**config.mk**
```make
export PLATFORM = sky130hd
export DESIGN_NAME = bpg_burst_gen
export DESIGN_NICKNAME = d
export VERILOG_FILES = /design/src/rtl/bpg_pkg.sv /design/src/rtl/bpg_step_timer.sv /design/src/rtl/bpg_burst_gen.sv
export SDC_FILE = /design/constraint.sdc
export NUM_CORES = 1
export LEC_CHECK = 0
export ABC_AREA = 1
export BUFFER_PORTS_ARGS = -buffer_cell sky130_fd_sc_hd__buf_4
export CELL_PAD_IN_SITES_DETAIL_PLACEMENT = 1
export CELL_PAD_IN_SITES_GLOBAL_PLACEMENT = 2
export CORE_MARGIN = 2
export CORE_UTILIZATION = 34
export DETAILED_ROUTE_END_ITERATION = 12
export HOLD_SLACK_MARGIN = 0.05
export PLACE_DENSITY_LB_ADDON = 0.1
export SLEW_MARGIN = 0
export SYNTH_ARGS = -nofsm -noshare
export SYNTH_HDL_FRONTEND = slang
export SYNTH_SLANG_ARGS = --single-unit
```
**constraint.sdc**
```tcl
create_clock -name sys_clk_i -period 10.56 [get_ports sys_clk_i]
set_clock_uncertainty 0.05 [all_clocks]
set_input_delay 2.112 -clock sys_clk_i [delete_from_list [all_inputs] [get_ports sys_clk_i]]
set_output_delay 2.112 -clock sys_clk_i [all_outputs]
set_load 0.02 [all_outputs]
```
**src/rtl/bpg_pkg.sv**
```systemverilog
// Package for the burst pulse generator: field widths, config bit positions, timing constants, carriers.
// Assumes a single 20 MHz system clock that stands in for the fast oscillator clock.
package bpg_pkg;
  // Clock
  localparam int unsigned SYS_CLK_HZ         = 20_000_000;
  localparam int unsigned SYS_PERIOD_NS      = 1_000_000_000 / SYS_CLK_HZ;

  // Field widths
  localparam int unsigned COUNT_W            = 7;
  localparam int unsigned MASK_W             = 16;
  localparam int unsigned LIMIT_W            = 7;
  localparam int unsigned LFSR_W             = 8;

  // Burst limits
  localparam logic [6:0]  MASK_MAX_PULSES    = 7'h0F;
  localparam logic [6:0]  COUNT_OFF          = 7'h00;

  // Output configuration bit positions inside the 3-bit field (word bits 31, 30, 29)
  localparam int unsigned CFG_BOTH_BIT       = 2;
  localparam int unsigned CFG_UP_BIT         = 1;
  localparam int unsigned CFG_DOWN_BIT       = 0;

  // LFSR reset seed and feedback taps
  localparam logic [7:0]  LFSR_SEED          = 8'hA5;
  localparam logic [7:0]  LFSR_TAPS          = 8'hB8;

  // Step timer accumulates two units per clock, so the step rate is twice the base rate over (fire divide + 1)
  localparam logic [6:0]  STEP_INC           = 7'h02;

  typedef enum logic [1:0] {
    BPG_IDLE,
    BPG_JITTER,
    BPG_RUN
  } bpg_state_t;

  // Static burst configuration as it arrives on the ports
  typedef struct packed {
    logic [6:0]  pulse_count;
    logic [15:0] phase_mask;
    logic [2:0]  output_config;
    logic        idle_gnd;
    logic        start_internal;
    logic        jitter_off;
    logic [1:0]  hs_div_sel;
    logic [3:0]  fire_div;
  } bpg_cfg_t;

  // Complete state of the generator
  typedef struct packed {
    bpg_state_t  st;
    logic [6:0]  cnt;
    logic [6:0]  idx;
    logic        half;
    logic [1:0]  jit;
    logic [7:0]  lfsr;
    logic        alt;
    logic        use_up;
    logic        use_dn;
    logic        both;
    logic        up;
    logic        up_oe;
    logic        dn;
    logic        dn_oe;
    logic        tdc_start;
    logic        busy;
  } bpg_core_t;
endpackage

```
**src/rtl/bpg_step_timer.sv**
```systemverilog
// Step clock timer: fractional divider producing one-cycle step ticks.
// Assumes limit is at least 2; the owner holds clr high while no burst runs.
`timescale 1ns/10ps
module bpg_step_timer (
  // Clock and reset
  input  wire logic       sys_clk_i,
  input  wire logic       reset_i,
  // Control
  input  wire logic       clr_i,
  input  wire logic [6:0] limit_i,
  // Tick
  output logic            tick_o
);
  typedef struct packed {
    logic [6:0] acc;
    logic       tick;
  } bpg_tmr_t;

  bpg_tmr_t q;
  bpg_tmr_t d;
  logic [7:0] sum;

  ////////////////////////////////////////////////////////////////////////
  // Accumulate two units per clock; wrap at limit gives doubled base rate
  always_comb begin
    d = q;
    sum = {1'b0, q.acc} + {1'b0, bpg_pkg::STEP_INC};
    d.tick = 1'b0;
    if (clr_i) begin
      d.acc = 7'h00;
    end else if (sum >= {1'b0, limit_i}) begin
      d.acc  = 7'(sum - {1'b0, limit_i});
      d.tick = 1'b1;
    end else begin
      d.acc = sum[6:0];
    end
  end

  // State register
  always_ff @(posedge sys_clk_i) begin
    if (reset_i) begin
      q <= '0;
    end else begin
      q <= d;
    end
  end

  assign tick_o = q.tick;
endmodule

```
**src/rtl/bpg_burst_gen.sv**
```systemverilog
// Burst pulse generator top: launches bursts of 1..127 pulses on two transducer drive outputs.
// Assumes synchronous one-cycle launch pulses and configuration held stable during a burst.
//
// Summary of operation
// Base pulse clock is the fast clock divided by 1, 2 or 4.
// Step clock is doubled base divided by fire divider plus one; zero forbidden.
// Exactly the programmed 1..127 pulses per burst; zero count disables generator.
// Each pulse spends one step period high and one step period low.
// A flight measure launch starts a burst.
// With start select set, burst start drives the measuring unit start.
// Idle outputs float when idle select is zero, drive ground when one.
// Phase mask applies only for bursts of 15 or fewer; mask bit 15 kept clear.
// Mask bit zero gives high-then-low, one gives low-then-high.
// Mask bit zero shapes the first pulse, higher bits later pulses.
// Two outputs each separately floatable; second may invert the first.
// Host sets at most one of the three output configuration bits.
// Both-outputs bit drives both at once, second the inverse of first.
// Up bit enables first output only; it fires first when alternating.
// Down bit enables second output only; it fires first when alternating.
// Phase jitter control adds random start delay to decorrelate averaged results.
// Host keeps the repeat field zero.
// Alternating launches swap the firing output on each measurement.
// After the last pulse enabled outputs return to idle level.
`timescale 1ns/10ps
module bpg_burst_gen (
  // Clock and reset
  input  wire logic                   sys_clk_i,
  input  wire logic                   reset_i,
  // Launch commands
  input  wire logic                   launch_flight_measure_i,
  input  wire logic                   launch_alternating_measure_i,
  // Configuration
  input  wire bpg_pkg::bpg_cfg_t      cfg_i,
  // Drive outputs, enable high while driving
  output logic                        fire_up_o,
  output logic                        fire_up_oe_o,
  output logic                        fire_down_o,
  output logic                        fire_down_oe_o,
  // Status and start event
  output logic                        tdc_start_o,
  output logic                        busy_o
);
  bpg_pkg::bpg_core_t q;
  bpg_pkg::bpg_core_t d;
  logic       tick;
  logic [6:0] limit;
  logic [2:0] base_div;
  logic       launch;
  logic       phase_bit;
  logic       level;
  logic       active;
  logic       tmr_clr;

  ////////////////////////////////////////////////////////////////////////
  // Step timer: limit = base divide times (fire divide + 1), counted in half units
  always_comb begin
    case (cfg_i.hs_div_sel)
      2'h0:    base_div = 3'h1;
      2'h1:    base_div = 3'h2;
      default: base_div = 3'h4;
    endcase
    limit = 7'(base_div) * (7'(cfg_i.fire_div) + 7'h01);
  end

  // Timer starts in the cycle that enters RUN, so the first half is no longer than the rest
  assign tmr_clr = (d.st != bpg_pkg::BPG_RUN);

  bpg_step_timer bpg_step_timer_inst (
    .sys_clk_i (sys_clk_i),
    .reset_i   (reset_i),
    .clr_i     (tmr_clr),
    .limit_i   (limit),
    .tick_o    (tick)
  );

  ////////////////////////////////////////////////////////////////////////
  // Next state and registered output levels
  always_comb begin
    d = q;
    d.tdc_start = 1'b0;
    d.lfsr = {q.lfsr[6:0], ^(q.lfsr & bpg_pkg::LFSR_TAPS)};
    launch = launch_flight_measure_i | launch_alternating_measure_i;
    phase_bit = 1'b0;
    level = 1'b0;
    active = 1'b0;
    case (q.st)
      bpg_pkg::BPG_IDLE: begin
        // A zero count keeps the generator off; launches are then ignored
        if (launch && cfg_i.pulse_count != bpg_pkg::COUNT_OFF) begin
          d.cnt  = cfg_i.pulse_count;
          d.idx  = 7'h00;
          d.half = 1'b0;
          d.both = cfg_i.output_config[bpg_pkg::CFG_BOTH_BIT];
          d.use_up = cfg_i.output_config[bpg_pkg::CFG_UP_BIT];
          d.use_dn = cfg_i.output_config[bpg_pkg::CFG_DOWN_BIT];
          if (launch_alternating_measure_i) begin
            // Swap the single enabled output on every other alternating launch
            d.alt = ~q.alt;
            if (q.alt && !d.both) begin
              d.use_up = cfg_i.output_config[bpg_pkg::CFG_DOWN_BIT];
              d.use_dn = cfg_i.output_config[bpg_pkg::CFG_UP_BIT];
            end
          end else begin
            d.alt = 1'b0;
          end
          // Random 0..3 cycle start delay unless jitter is switched off
          d.jit  = cfg_i.jitter_off ? 2'h0 : q.lfsr[1:0];
          d.st   = bpg_pkg::BPG_JITTER;
          d.busy = 1'b1;
        end
      end
      bpg_pkg::BPG_JITTER: begin
        if (q.jit == 2'h0) begin
          d.st = bpg_pkg::BPG_RUN;
          d.tdc_start = cfg_i.start_internal;
          active = 1'b1;
          phase_bit = (q.cnt <= bpg_pkg::MASK_MAX_PULSES) ? cfg_i.phase_mask[0] : 1'b0;
          level = ~phase_bit;
        end else begin
          d.jit = q.jit - 2'h1;
        end
      end
      bpg_pkg::BPG_RUN: begin
        active = 1'b1;
        // Down-only bursts force the first pin low, so the level lives in the second pin
        level = (q.both | q.use_up) ? q.up : q.dn;
        if (tick) begin
          if (!q.half) begin
            // Second step of the pulse inverts the first
            d.half = 1'b1;
            phase_bit = (q.cnt <= bpg_pkg::MASK_MAX_PULSES) ? cfg_i.phase_mask[q.idx[3:0]] : 1'b0;
            level = phase_bit;
          end else if (q.idx + 7'h01 == q.cnt) begin
            d.st = bpg_pkg::BPG_IDLE;
            d.busy = 1'b0;
            active = 1'b0;
          end else begin
            d.idx  = q.idx + 7'h01;
            d.half = 1'b0;
            phase_bit = (q.cnt <= bpg_pkg::MASK_MAX_PULSES) ? cfg_i.phase_mask[4'(q.idx + 7'h01)] : 1'b0;
            level = ~phase_bit;
          end
        end
      end
      default: begin
        d.st = bpg_pkg::BPG_IDLE;
      end
    endcase
    // Output pins: idle level is float or ground, second output may run inverted
    if (active) begin
      d.up    = level;
      d.up_oe = q.both | d.use_up | cfg_i.idle_gnd;
      d.dn    = q.both ? ~level : level;
      d.dn_oe = q.both | d.use_dn | cfg_i.idle_gnd;
      if (!(q.both | d.use_up)) begin
        d.up = 1'b0;
      end
      if (!(q.both | d.use_dn)) begin
        d.dn = 1'b0;
      end
    end else if (d.st == bpg_pkg::BPG_IDLE || d.st == bpg_pkg::BPG_JITTER) begin
      d.up    = 1'b0;
      d.dn    = 1'b0;
      d.up_oe = cfg_i.idle_gnd;
      d.dn_oe = cfg_i.idle_gnd;
    end
  end

  // State register
  always_ff @(posedge sys_clk_i) begin
    if (reset_i) begin
      q <= '0;
      q.lfsr <= bpg_pkg::LFSR_SEED;
    end else begin
      q <= d;
    end
  end

  assign fire_up_o      = q.up;
  assign fire_up_oe_o   = q.up_oe;
  assign fire_down_o    = q.dn;
  assign fire_down_oe_o = q.dn_oe;
  assign tdc_start_o    = q.tdc_start;
  assign busy_o         = q.busy;
endmodule

```
**Word-level counts from Yosys, hierarchy flattened**

Cells that the tools add are included.

- Shift operators: 0
- $add $sub $neg: 5
- Multiply operators: 1
- Reduce and logical (&&, ||, !) cells: 20
- Magnitude comparators: 4
- Muxes and demuxes: 50
- Bitwise gates (word level): 12
- Divide/modulo/power cells: 0
- Equal/unequal tests: 12

Operators with widths:

| kind | number |
|---|---|
| two-way mux 1 bit | 24 |
| two-way mux 19 bit | 1 |
| two-way mux 2 bit | 8 |
| two-way mux 8 bit | 2 |
| one-hot mux 8 bit (2 select lines) | 1 |
| two-way mux 7 bit | 2 |
| != test 2 bit, second input constant | 6 |
| < comparator 4 x 5 -> 1 bit, second input constant | 2 |
| AND reduction 5 bit | 2 |
| adder 7 x 2 -> 8 bit, second input constant | 1 |
| binary-select mux 1 bit (select 4 bit) | 2 |
| greater-or-equal comparator 8 x 7 -> 1 bit | 1 |
| logical NOT 2 bit | 4 |
| two-way mux 4 bit | 2 |
| XOR reduction 8 bit | 1 |
| adder 7 x 1 -> 7 bit, second input constant | 1 |
| equality test 7 bit | 1 |
| less-or-equal comparator 7 x 4 -> 1 bit, second input constant | 1 |
| multiplier 3 x 5 -> 7 bit | 1 |
| nonzero test 7 bit | 1 |
| subtractor 7 bit | 1 |
| equality test 2 x 1 -> 1 bit, second input constant | 3 |
| two-way mux 3 bit | 2 |
| inverter 1 bit | 6 |
| 17 further kinds | 28 |

- Input port bits: 39
- ROM bits: 0
- RAM bits: 0
- Memories: 0
- Output and inout port bits: 6
- Register bits: 45
- Latch bits: 0

**Longest topological paths before layout**

- Depth after elaboration: 13
- Depth in mapped cells: 19
- Mapped depth without buffers: 19

**By module**

Synthesis repeated with hierarchy kept, for this count alone.

- Cells, all modules: 546
- Area, all modules: 3,444.6 um2

By module, submodules not included:

| module | times used | cells each | area each (um2) |
|---|---|---|---|
| bpg_burst_gen | 1 | 410 | 2,613.8 |
| bpg_step_timer | 1 | 136 | 830.8 |

**Least setup slack after synthesis**

No wires, ideal clock.

- Path type: input-to-reg
- Start: input port cfg_i[0] (netlist bit)
- End: register bpg_step_timer_inst.q[1] (netlist bit)
- Slack: 5.066 ns
- Setup time: 0.066 ns
- Stages on the path: 16
- Arrival time: 5.378 ns
- Buffers on the path: 0
- Cells stage by stage: ha_1 xor2_1 inv_1 nor2_1 fa_1 ha_1 fa_1 inv_1 ha_1 nand2_1 o21ai_0 nand4_1 nand3_1 inv_1 or2_2 a21oi_2

- Word-level cells in the longest chain between the ends: 4

Ends and longest elaborated chain:

| item | line | text |
|---|---|---|
| from (decl) | bpg_burst_gen.sv:33 | `input wire bpg_pkg::bpg_cfg_t cfg_i,` |
| adder 4 x 1 -> 5 bit (*) | bpg_burst_gen.sv:62 | `limit = 7'(base_div) * (7'(cfg_i.fire_div) + 7'h01);` |
| multiplier 3 x 5 -> 7 bit (*) | bpg_burst_gen.sv:62 |  |
| subtractor 7 bit or greater-or-equal comparator 8 x 7 -> 1 bit (tied branches) | bpg_step_timer.sv:32, bpg_step_timer.sv:31 |  |
| two-way mux 7 bit (*) | bpg_step_timer.sv:31 | `end else if (sum >= {1'b0, limit_i}) begin` |
| to (signal assigned) | bpg_step_timer.sv:42 | `q <= '0;` |
| to (signal assigned) | bpg_step_timer.sv:44 | `q <= d;` |
| to (decl) | bpg_step_timer.sv:19 | `bpg_tmr_t q;` |

Mark *: on every way between the ends. The rest lies on a longest branch, timed or not.
A chain may end at the register's enable or synchronous reset.

**Worst setup path after layout**

Same ends and word-level chain as after synthesis.

==> summary.txt <==
Worst setup path
  – Critical Path Sink Type: flop
  – CP delay by family, top: adder cells
  – FF-to-FF Start: q[21]$_SDFFE_PP0P_
  – CP max stage delay: between 0.4 and 0.5 ns
  – Crit-path max FO: 9
  – Critical Path Stages: 17
  – Buf/Inv on CP: 4
  – Critical Path AT: 5.91 ns
  – Slowest stage cell on the critical path: fa_1
  – R2r setup slk: 7.62 ns
  – Worst-path cell chain: buf_4 -> ha_1 -> xor2_1 -> inv_1 -> nor2_1 -> fa_1 -> ha_1 -> fa_1 -> inv_1 -> ha_1 -> nand2_1 -> o21ai_0 -> nand4_1 -> nand3_1 -> inv_1 -> or2_2 -> a21oi_2
  – FF-to-FF End: bpg_step_timer_inst.tick_o$_SDFF_PP0_
  – CP Class: in -> reg
  – CP startpoint kind: input port
  – R2R cell count: 13
  – Critical Path RT: between 10 and 15 ns

Place
  – Port Buffer Count: 44
  – Final HPWL DP: ~7 mm
  – Cells after DPL: 656
  – GPL Wtd Cong: 0.841

Routing
  – Final wirelength: between 8 and 9 mm
  – Post-DRT Antenna Nets: 0
  – Initial DRC count: between 50 and 60
  – Vias per std cell: around 4.8
  – Via count: 3187
  – First drt pass iteration count: 4
  – Residual DRC: 0
  – Avg WL per Cell: 13.1 microns

Worst hold path
  – Hold path depth: 2
  – Min-delay src: d[13]$_SDFF_PP1_
  – WHS Endpoint: d[14]$_SDFF_PP0_
  – Min-Delay Path Class: reg -> reg

STA
  – Slew HR: a little under half
  – Tightest Pin Transition: 0.798 ns
  – Fin crit period: 5.72 ns
  – Hold Vio Cnt, Final: 0
  – TNS Setup: 0 ns
  – Setup-failing EPs final: 0
  – Period utilization: 54.2%
  – F_max: 0.175 GHz
  – RSZ-0062 raised after global routing: no
  – Final Slew Violations: 0

Final layout
  – Syn-to-layout area delta: 17.1%
  – Non-filler cells, final: 663
  – Final core occ: 41.3%
  – Nets: 599
  – Diodes inserted: 0
  – Commonest non-fill, non-tap cell in the layout: nand2_1
  – Fill cells: 1259
  – Layout cells sized above 1: 14.0%
  – Most frequent cells in the layout: 116 x nand2_1, 69 x inv_1, 58 x nand3_1, 45 x nor2_1, 45 x dfxtp_1

Floorplanning
  – Core Box Area: 9280 sq um
  – Die height: just over 100 microns
  – Starting Density: 35.2%
  – Die width: 102 microns
  – I/O pins: 45
  – Die area: 10400 sq um
  – Row count: 35

Logic synthesis
  – Cells after Synth: 492
  – #FFs+latches synth: 45
  – Syn Area/Cell: 6.65 sq um
  – Post-synth cell types: 37
  – Net Count, Synth: 557
  – Seq/Total Area, Yosys: 27.5%
  – Synthesis Warnings: 0
  – Syn Std Cell Area: 3270 sq um

Clocking
  – Clock buffer depth: 2
  – Setup Buffers After CTS: 0
  – CTS root buffer: clkbuf_8
  – Clock insertion delay at the later pin of the skew report: 0.29 ns
  – Num CTS Buffers: 5
  – H-Tree Depth: 2
  – TritonCTS Sinks: 45
  – Cts repair resizes: 0
  – CTS clk-pin slew, worst paths: around 0.09 ns
  – CTS tree: built
  – Hold-fix buffers, CTS: 0

Global routing
  – Grt ovf: 0
  – Vias in the first global route: 3232
  – First-pass GRT wire length: 15.0 mm
  – Initial antenna violation count: 0
  – Gr usage total: 17.8%
  – Largest net degree at the start of global routing: 29

Power
  – PwrDens: 161 nW/um^2
  – Total power: 0.000618 W
  – Switching pwr: 0.000255 W
  – Combinational Power Share: 43.9%
  – Max rail drop VDD: 0.0758 mV
  – Clock Power Share: 21.0%
  – Leakage power: 1.81 nW
  – Internal power: 0.000364 W
  – Seq pwr share: 35.1%
  – Sw Ratio: 41.2%

Run status
  – Status: finished clean

Job
  – Maximum capacitance violations: 0
[routing by layer]
metal	vias up	GRT usage (%)	wire, microns
li1	1672	-	-
met1	1476	23.9	4230
met2	35	30.4	4150
met3	4	3.28	210
met4	0	3.08	69
met5	-	0	0
[worst min-delay path, delay by kind of cell (launching register included)]
family | cells | cell delay (ns)
AND/OR/NAND/NOR | 1 | 0.03
buffers and inverters | 1 | 0.04
flip-flops | 1 | 0.31
[final cells by class]
type                       instances  area (sq um)  area share, %
clock buffer                       5          68.8           1.80
sequential                        45           901           23.5
clock inverter                     2          38.8           1.01
multi-input combinational        367          2060           53.9
inverter                          71           267           6.96
tap                              129           161           4.21
timing repair buffer              44           330           8.62
[power by group through the flow]
stage | clock, W | sequential (W) | combinational, W
5_1_grt | 0.000145 | 0.000221 | 0.000315
6_report | 0.000130 | 0.000217 | 0.000272
2_1_floorplan | 0 | 0.000218 | 0.000201
3_5_place_dp | 0 | 0.000221 | 0.000275
3_3_place_gp | 0 | 0.000220 | 0.000269
4_1_cts | 0.000136 | 0.000217 | 0.000277
[worst max path at each step]
stage / startpoint / end
after detailed placement: cfg_i[0] / bpg_step_timer_inst.q[2]$_SDFF_PP0_
after floorplan: cfg_i[0] / bpg_step_timer_inst.q[1]$_SDFFE_PP0P_
after CTS: cfg_i[0] / bpg_step_timer_inst.q[2]$_SDFF_PP0_
after global placement: cfg_i[0] / bpg_step_timer_inst.q[1]$_SDFFE_PP0P_
final: cfg_i[0] / bpg_step_timer_inst.q[1]$_SDFFE_PP0P_
after global routing: cfg_i[0] / bpg_step_timer_inst.q[1]$_SDFFE_PP0P_
[per-stage QoR]
stage	instance area, sq um	setup slack [ns]	hold slack (ns)
finish	3830	4.84	0.365
global route	3830	4.59	0.395
CTS	3830	4.85	0.373
detailed placement	3720	4.56	0.356
global placement	3720	4.65	0.351
floorplan	3270	5.07	0.338
[cells by family after synthesis]
family	synth area share (%)
simple gates	34.0
fa+ha+maj	11.1
buf+inv	9.41
xor+xnor	5.09
mux	0.306
compound gates	12.6
flops	27.5
[state kept, by name (all words and copies together) (netlist names)]
signal,count
bpg_step_timer_inst.q,7
bpg_step_timer_inst.tick_o,1
busy_o,1
d,7
fire_down_o,1
fire_down_oe_o,1
fire_up_o,1
fire_up_oe_o,1
q,24
tdc_start_o,1
[synthesized netlist by cell type (all sizes together)]
| library cell | number | area share [%] |
|---|---|---|
| o21bai | 1 | 0.23 |
| a211oi | 3 | 0.69 |
| inv | 70 | 8.0 |
| dfxtp | 45 | 28 |
| clkinv | 1 | 0.11 |
| fa | 5 | 3.1 |
| nor4 | 1 | 0.19 |
| buf | 4 | 0.69 |
| o21ai | 27 | 4.5 |
| a21oi | 31 | 5.2 |
| a221oi | 1 | 0.27 |
| o22ai | 1 | 0.19 |
| or2 | 5 | 0.96 |
| nor2 | 50 | 6.4 |
| o21a | 2 | 0.46 |
| nand2 | 122 | 15 |
| a31oi | 2 | 0.84 |
| clkbuf | 5 | 0.57 |
| mux2i | 1 | 0.31 |
| nand3b | 2 | 0.46 |
| nand4 | 5 | 0.96 |
| ha | 21 | 8.0 |
| nand3 | 59 | 9.2 |
| nor3 | 8 | 1.2 |
| xor2 | 12 | 3.2 |
| o211ai | 1 | 0.23 |
| xnor2 | 7 | 1.9 |
(Power assumes the default switching activity.)
